$ cat config.mk
export PLATFORM = sky130hd
export DESIGN_NAME = dsprst_sequencer
export DESIGN_NICKNAME = d
export VERILOG_FILES = /design/src/hdl/dsprst_pkg.sv /design/src/hdl/dsprst_sequencer.sv
export SDC_FILE = /design/constraint.sdc
export NUM_CORES = 1
export LEC_CHECK = 0
export BUFFER_PORTS_ARGS = -buffer_cell sky130_fd_sc_hd__buf_2
export CORE_AREA = 3 3 260 262
export DETAILED_ROUTE_END_ITERATION = 12
export DIE_AREA = 0 0 263 265
export PLACE_DENSITY = 0.35
export RECOVER_POWER = 100
export SLEW_MARGIN = 20
export SYNTH_ARGS = -nofsm -noshare
export SYNTH_HDL_FRONTEND = slang
export SYNTH_SLANG_ARGS = --single-unit
$ cat constraint.sdc
create_clock -name REF_CLK -period 2.8 [get_ports REF_CLK]
set_clock_uncertainty 0.15 [all_clocks]
set_input_delay 0.28 -clock REF_CLK [delete_from_list [all_inputs] [get_ports REF_CLK]]
set_output_delay 0.28 -clock REF_CLK [all_outputs]
set_load 0.01 [all_outputs]
$ cat src/hdl/dsprst_pkg.sv
// constants shared by the display reset sequencer
// What this block does
// - reset clears counters, character, flash, control
// - three clearing clocks; sequence ends seven display clocks after release
// - every character location gets code 20h
// - flash bits and control word become zero
// - user glyph memory and address kept
// - flash timing divides display clock by 28672
// - bit 3 flash enable, bit 4 blink overrides
package dsprst_pkg;
    localparam int DSPRST_DIGITS = 8;
    localparam logic [7:0] DSPRST_BLANK_CODE = 8'h20;
    localparam logic [7:0] DSPRST_CTRL_RESET = 8'h00;
    localparam int DSPRST_FLASH_BIT = 3;
    localparam int DSPRST_BLINK_BIT = 4;
    localparam logic [1:0] DSPRST_SEQ_CYCLES = 2'h3;
    localparam logic [14:0] DSPRST_FLASH_DIV = 15'h7000;
    localparam int DSPRST_MIN_US = 110;
    typedef enum logic [2:0] {
        DSPRST_READY = 3'b001,
        DSPRST_HELD = 3'b010,
        DSPRST_CLEAR = 3'b100
    } dsprst_state_type;
endpackage : dsprst_pkg

$ cat src/hdl/dsprst_sequencer.sv
// display reset sequencer with memories and flash timing
`timescale 1ns/10ps
module dsprst_sequencer #(
    parameter int DIGITS = dsprst_pkg::DSPRST_DIGITS
) (
    input wire logic REF_CLK,
    input wire logic RST,
    input wire logic RESET_N,
    input wire logic WR_EN,
    input wire logic [1:0] WR_SEL,
    input wire logic [2:0] WR_ADDR,
    input wire logic [7:0] WR_DATA,
    output logic BUSY,
    output logic [8*DIGITS-1:0] CHAR_MEM,
    output logic [DIGITS-1:0] FLASH_MEM,
    output logic [7:0] CTRL_WORD,
    output logic [3:0] GLYPH_ADDR,
    output logic [35*16-1:0] GLYPH_MEM,
    output logic [DIGITS-1:0] DIGIT_ON,
    output logic PHASE
);
    // write select codes: 0 char, 1 flash, 2 control, 3 glyph address
    typedef struct packed {
        dsprst_pkg::dsprst_state_type st;
        logic [1:0] cnt;
        logic [2:0] rsync;
        logic [14:0] div;
        logic phase;
        logic [8*DIGITS-1:0] chr;
        logic [DIGITS-1:0] fl;
        logic [7:0] ctl;
        logic [3:0] gaddr;
        logic [35*16-1:0] glyph;
    } dsprst_regs_type;
    dsprst_regs_type r_q, r_d;
    logic held;
    // reset pin synchronised; level taken when stages two and three agree
    assign held = (r_q.rsync[1] == r_q.rsync[2]) ? ~r_q.rsync[2]
                  : (r_q.st == dsprst_pkg::DSPRST_HELD);
    always_comb begin
        r_d = r_q;
        r_d.rsync = {r_q.rsync[1:0], RESET_N};
        // flash timebase free-running except in HELD, where it is held at zero
        if (r_q.div == dsprst_pkg::DSPRST_FLASH_DIV - 15'h0001) begin
            r_d.div = 15'h0000;
            r_d.phase = ~r_q.phase;
        end else begin
            r_d.div = r_q.div + 15'h0001;
        end
        case (r_q.st)
            dsprst_pkg::DSPRST_READY: begin
                if (held) begin
                    r_d.st = dsprst_pkg::DSPRST_HELD;
                end else if (WR_EN) begin
                    case (WR_SEL)
                        2'd0: r_d.chr[WR_ADDR*8 +: 8] = WR_DATA;
                        2'd1: r_d.fl[WR_ADDR] = WR_DATA[0];
                        2'd2: r_d.ctl = WR_DATA;
                        default: r_d.gaddr = WR_DATA[3:0];
                    endcase
                end
            end
            dsprst_pkg::DSPRST_HELD: begin
                // pending while low; counters held at start, aligns blink
                r_d.div = 15'h0000;
                r_d.phase = 1'b0;
                r_d.cnt = 2'h0;
                if (!held) begin
                    r_d.st = dsprst_pkg::DSPRST_CLEAR;
                end
            end
            dsprst_pkg::DSPRST_CLEAR: begin
                for (int i = 0; i < DIGITS; i++) begin
                    r_d.chr[i*8 +: 8] = dsprst_pkg::DSPRST_BLANK_CODE;
                end
                r_d.fl = '0;
                r_d.ctl = dsprst_pkg::DSPRST_CTRL_RESET;
                r_d.cnt = r_q.cnt + 2'h1;
                if (held) begin
                    r_d.st = dsprst_pkg::DSPRST_HELD;
                end else if (r_q.cnt == dsprst_pkg::DSPRST_SEQ_CYCLES - 2'h1)
                begin
                    r_d.st = dsprst_pkg::DSPRST_READY;
                end
            end
            default: r_d.st = dsprst_pkg::DSPRST_HELD;
        endcase
        // glyph memory and address untouched by reset path
    end
    always_ff @(posedge REF_CLK) begin
        if (RST) begin
            r_q.st <= dsprst_pkg::DSPRST_HELD;
            r_q.cnt <= 2'h0;
            r_q.rsync <= 3'b000;
            r_q.div <= 15'h0000;
            r_q.phase <= 1'b0;
            r_q.chr <= '0;
            r_q.fl <= '0;
            r_q.ctl <= 8'h00;
            r_q.gaddr <= 4'h0;
            r_q.glyph <= '0;
        end else begin
            r_q <= r_d;
        end
    end
    // display gating: blink overrides per-digit flash
    always_comb begin
        for (int i = 0; i < DIGITS; i++) begin
            if (r_q.ctl[dsprst_pkg::DSPRST_BLINK_BIT]) begin
                DIGIT_ON[i] = ~r_q.phase;
            end else if (r_q.ctl[dsprst_pkg::DSPRST_FLASH_BIT] && r_q.fl[i])
            begin
                DIGIT_ON[i] = ~r_q.phase;
            end else begin
                DIGIT_ON[i] = 1'b1;
            end
        end
    end
    assign BUSY = (r_q.st != dsprst_pkg::DSPRST_READY);
    assign CHAR_MEM = r_q.chr;
    assign FLASH_MEM = r_q.fl;
    assign CTRL_WORD = r_q.ctl;
    assign GLYPH_ADDR = r_q.gaddr;
    assign GLYPH_MEM = r_q.glyph;
    assign PHASE = r_q.phase;

    property p_clear_len;
        @(posedge REF_CLK) disable iff (RST)
        (r_q.st == dsprst_pkg::DSPRST_HELD && r_d.st ==
         dsprst_pkg::DSPRST_CLEAR) |=> (BUSY && !held) [*3] ##1 !BUSY;
    endproperty
    a_clear_len: assert property (p_clear_len)
        else $error("reset sequence length wrong");

    property p_blank;
        @(posedge REF_CLK) disable iff (RST)
        $fell(BUSY) |-> CHAR_MEM[7:0] == dsprst_pkg::DSPRST_BLANK_CODE
            && FLASH_MEM == '0 && CTRL_WORD == 8'h00;
    endproperty
    a_blank: assert property (p_blank)
        else $error("memories not cleared by reset");

    property p_keep;
        @(posedge REF_CLK) disable iff (RST)
        BUSY |=> $stable(GLYPH_ADDR);
    endproperty
    a_keep: assert property (p_keep)
        else $error("glyph address changed during reset");

    property p_ignore;
        @(posedge REF_CLK) disable iff (RST)
        (r_q.st == dsprst_pkg::DSPRST_HELD) |=> PHASE == 1'b0
            && CTRL_WORD == $past(CTRL_WORD);
    endproperty
    a_ignore: assert property (p_ignore)
        else $error("state moved while reset held");

    // memories frozen while the pin keeps the sequence pending
    property p_hold_mem;
        @(posedge REF_CLK) disable iff (RST)
        (r_q.st == dsprst_pkg::DSPRST_HELD) |=> $stable(CHAR_MEM)
            && $stable(FLASH_MEM);
    endproperty
    a_hold_mem: assert property (p_hold_mem)
        else $error("memory changed while reset held");

    // counters parked at their start value while reset held
    property p_counters;
        @(posedge REF_CLK) disable iff (RST)
        (r_q.st == dsprst_pkg::DSPRST_HELD) |=> r_q.div == 15'h0000
            && r_q.cnt == 2'h0;
    endproperty
    a_counters: assert property (p_counters)
        else $error("timing counters not cleared by reset");

    // every clearing cycle leaves blanks and no flash bits
    property p_clear_fill;
        @(posedge REF_CLK) disable iff (RST)
        (r_q.st == dsprst_pkg::DSPRST_CLEAR) |=> CHAR_MEM ==
            {DIGITS{dsprst_pkg::DSPRST_BLANK_CODE}} && FLASH_MEM == '0;
    endproperty
    a_clear_fill: assert property (p_clear_fill)
        else $error("clearing cycle did not blank memories");

    // divider never leaves its range
    property p_div_range;
        @(posedge REF_CLK) disable iff (RST)
        r_q.div < dsprst_pkg::DSPRST_FLASH_DIV;
    endproperty
    a_div_range: assert property (p_div_range)
        else $error("flash divider out of range");

    // phase flips when the divider wraps
    property p_phase_flip;
        @(posedge REF_CLK) disable iff (RST)
        (r_q.div == dsprst_pkg::DSPRST_FLASH_DIV - 15'h0001
            && r_q.st != dsprst_pkg::DSPRST_HELD) |=> PHASE != $past(PHASE);
    endproperty
    a_phase_flip: assert property (p_phase_flip)
        else $error("flash phase did not toggle at wrap");

    // phase holds between wraps
    property p_phase_steady;
        @(posedge REF_CLK) disable iff (RST)
        (r_q.div != dsprst_pkg::DSPRST_FLASH_DIV - 15'h0001
            && r_q.st != dsprst_pkg::DSPRST_HELD) |=> $stable(PHASE);
    endproperty
    a_phase_steady: assert property (p_phase_steady)
        else $error("flash phase toggled early");

    // blink drives all digits from the phase
    property p_blink_all;
        @(posedge REF_CLK) disable iff (RST)
        CTRL_WORD[dsprst_pkg::DSPRST_BLINK_BIT] |-> DIGIT_ON ==
            {DIGITS{~PHASE}};
    endproperty
    a_blink_all: assert property (p_blink_all)
        else $error("blink did not override digits");

    // with both bits clear every digit stays lit
    property p_flash_off;
        @(posedge REF_CLK) disable iff (RST)
        (!CTRL_WORD[dsprst_pkg::DSPRST_BLINK_BIT]
            && !CTRL_WORD[dsprst_pkg::DSPRST_FLASH_BIT]) |->
            DIGIT_ON == {DIGITS{1'b1}};
    endproperty
    a_flash_off: assert property (p_flash_off)
        else $error("digit dark with flash and blink off");

    // glyph storage untouched by the reset sequence
    property p_glyph_keep;
        @(posedge REF_CLK) disable iff (RST)
        BUSY |=> $stable(GLYPH_MEM);
    endproperty
    a_glyph_keep: assert property (p_glyph_keep)
        else $error("glyph memory changed during reset");
endmodule // dsprst_sequencer

==> results.cfg <==
[floorplanning]
io_pins = 671
start_util = 0.147
fp-row-count = 94
dieArea_um2 = 69700
die_height_um = 265
fp.dieW_um = 263
coreArea_um2 = 65600

[global_route]
grt_usage = 0.0669
grt_pass1_wl_mm = 34.8
grt.overflow.total = 0
antenna_found_initial = 5
first_global_vias = 4983
grt_max_degree = 31

[critical_path]
r2r-start = r_q[665]$_SDFFE_PP0P_
r2r_slack_ps = 300
crit_path_end_kind = register
path_max_fanout = 13
max_stage_delay_ps = 680
crit_type = register to register
slowest_stage = dfxtp_1
r2r_end = CHAR_MEM[33]$_SDFFE_PP0P_
cp_data_required_time_ps = 2960
critPathArrivalTime_ps = 2660
worstPathCellList = nor3b_4 > buf_4 > a311oi_4 > nand2b_1 > a21oi_2 > clkbuf_1 > a22o_1
setup.worst_path.start_class = register
ff2ff_path_depth = 7

[clocking]
clk_latency_ps = 370
root_buffer = clkbuf_16
cts_buffers = 9
ctsHoldBuffers = 1
cts.sinks = 108
path_clk_slew_ps = 80
ctsResizeCount = 0
cts_tree = yes
post_cts_buffers = 0
cts.path.max_buffers = 2
h-tree-depth = 3

[placement]
portBuffers = 110
dp_hpwl_mm = 21.0
placed_area_um2 = 8600
place_congestion = 0.692
place_inst = 2096

[synthesis]
netlist_instances = 1209
synth_edf_count = 0
syn_area_um2 = 9660
synthArstFlopShare = 0
ys_warn_count = 0
yosysSeqAreaShare = 0.224
synth_seq_cells = 108
synth_cell_types = 62
yosysTopAreaCell = buf_4
synth_ff_type = dfxtp_1
synth.avg_cell_area_um2 = 7.99
yosys.area.top_type_share = 0.501
synthTopCellsByArea = buf_4 (50%), dfxtp_1 (22%), nand2_1 (2.8%)

[detailed_routing]
ant_nets = 0
routedWlPerCell_um = 12.3
drc = 0
drt_iter0_drc = 219
first_pass_iters = 4
vias = 5850
routed_wl_mm = 26.0
viasPerCell = 2.77

[power_and_ir_drop]
power_density_nw_per_um2 = 384
p_leak_nw = 3.84
irDropWorstVdd_v = 0.000269

[sta]
setup_tns_ps = 0
slew_viol_final = 0
setup_viol_count_final = 0
fin_crit_ps = 2500
fmax_mhz = 400
worst_slew_margin_rel = 0.493
post-route-period-util = 0.893
rsz0062_at_grt = no
timing.hold.ws_ps = 58.6
final-hold-violation-count = 0
worst_slew_pin_slew_ps = 759

[layout]
fin_nets = 1266
multi_input_area_um2 = 4560
nFillCells = 7732
drive_above_1_share = 0.0705
seqCellArea_um2 = 2160
design_area_um2 = 8760
areaGrowthSynthToFinish_pct = -9.29
final_cells = 2115

[min_path]
worstHoldPathCells = 3
min-delay-start = WR_DATA[5]
hold_class = input port to register
hold_path_end = CTRL_WORD[5]$_SDFFE_PP0P_

[outcome]
status = finished clean

[flow_run]
drv_cap = 0
cell usage after synthesis, types with 9 or more instances:
library cell  count
xor2_1           10
nand3_1          54
nor3b_1          10
nor2_1           47
buf_4           644
clkbuf_1         14
o21ai_0          18
nor3_1           14
dfxtp_1         108
nor2b_1          13
inv_1             9
a21oi_1          52
nand2_1          73
final cells by class:
cell class | count | area share
clock inverter | 7 | 0.00671
timing repair buffer | 139 | 0.0727
antenna | 2 | 0.000571
clock buffer | 9 | 0.0257
inverter | 9 | 0.00386
tap | 864 | 0.123
multi-input combinational | 977 | 0.520
sequential | 108 | 0.247
worst max-delay path, delay by kind of cell (launching register included):
kind                   cells  cell delay (ps)
AND/OR/NAND/NOR            2              250
AO/OA/AOI/OAI              3              820
flip-flops                 1              680
buffers and inverters      2              530
cell families (layout without fill, tap and decap cells):
kind of cell	count (synthesis)	count (layout)	synth area share
buf+inv	683	164	0.521
simple gates	257	257	0.135
fa+ha+maj	5	5	0.00648
mux	5	5	0.00518
flops	108	108	0.224
xor+xnor	14	14	0.0127
other cells	1	562	0.000388
compound gates	136	136	0.0951
worst max-delay path by stage:
| stage | start | end | slack, ps | depth (start not counted) |
|---|---|---|---|---|
| final | r_q[665]$_SDFFE_PP0P_ | CHAR_MEM[33]$_SDFFE_PP0P_ | 300 | 7 |
| after global routing | r_q[665]$_SDFFE_PP0P_ | CHAR_MEM[57]$_SDFFE_PP0P_ | 50 | 7 |
| after CTS | r_q[665]$_SDFFE_PP0P_ | CHAR_MEM[3]$_SDFFE_PP0P_ | 320 | 5 |
| after detailed placement | WR_ADDR[1] | CHAR_MEM[10]$_SDFFE_PP0P_ | 260 | 9 |
| after global placement | WR_ADDR[0] | CHAR_MEM[8]$_SDFFE_PP0P_ | 320 | 9 |
| after floorplan | WR_ADDR[1] | CHAR_MEM[32]$_SDFFE_PP0P_ | 550 | 9 |
sequential cells by signal, summed over array words and instances (netlist names):
register and count:
CHAR_MEM 64, r_q 21, CTRL_WORD 8, FLASH_MEM 8
GLYPH_ADDR 4, r_d 2, PHASE 1
layer usage:
| layer | track usage | up-vias | part of all wire |
|---|---|---|---|
| li1 | - | 2806 | - |
| met1 | 0.0800 | 2717 | 0.40 |
| met2 | 0.119 | 297 | 0.51 |
| met3 | 0.0162 | 24 | 0.072 |
| met4 | 0.0183 | 6 | 0.013 |
| met5 | 0 | - | 0.0014 |
where the power goes:
part / total [mW] / switching [mW] / leakage (nW) / internal [mW]
clock: 1.31 / 0.687 / 0.143 / 0.621
sequential: 1.54 / 0.00298 / 0.870 / 1.54
combinational: 0.514 / 0.470 / 2.83 / 0.0441
total: 3.36 / 1.16 / 3.84 / 2.20
stage by stage:
stage / util / setup slack (ps) / power [mW]
6_report: 0.134 / 300 / 3.36
5_1_grt: 0.133 / 54.6 / 3.54
4_1_cts: 0.135 / 318 / 3.42
3_5_place_dp: 0.131 / 263 / 2.06
3_3_place_gp: 0.131 / 317 / 2.06
2_1_floorplan: - / 546 / 2.56
cells in the final DEF (no fill, tap or decap), types with 3 or more instances in the layout:
cell,instances
a211oi_1,8
a21o_1,8
a21oi_1,52
a21oi_2,4
a22o_1,6
a311oi_1,3
a31o_2,7
a31oi_1,3
and3_1,8
and4_1,3
buf_2,18
buf_4,21
clkbuf_1,95
clkbuf_16,9
clkbuf_2,3
clkinv_4,3
conb_1,560
dfxtp_1,108
ha_1,5
inv_1,9
mux2i_1,5
nand2_1,73
nand2b_1,6
nand3_1,54
nand3b_1,7
nand4_1,4
nor2_1,47
nor2_2,5
nor2b_1,13
nor3_1,14
nor3b_1,10
o21ai_0,22
o41ai_1,5
xnor2_1,4
xor2_1,10
(Power assumes the default switching activity.)
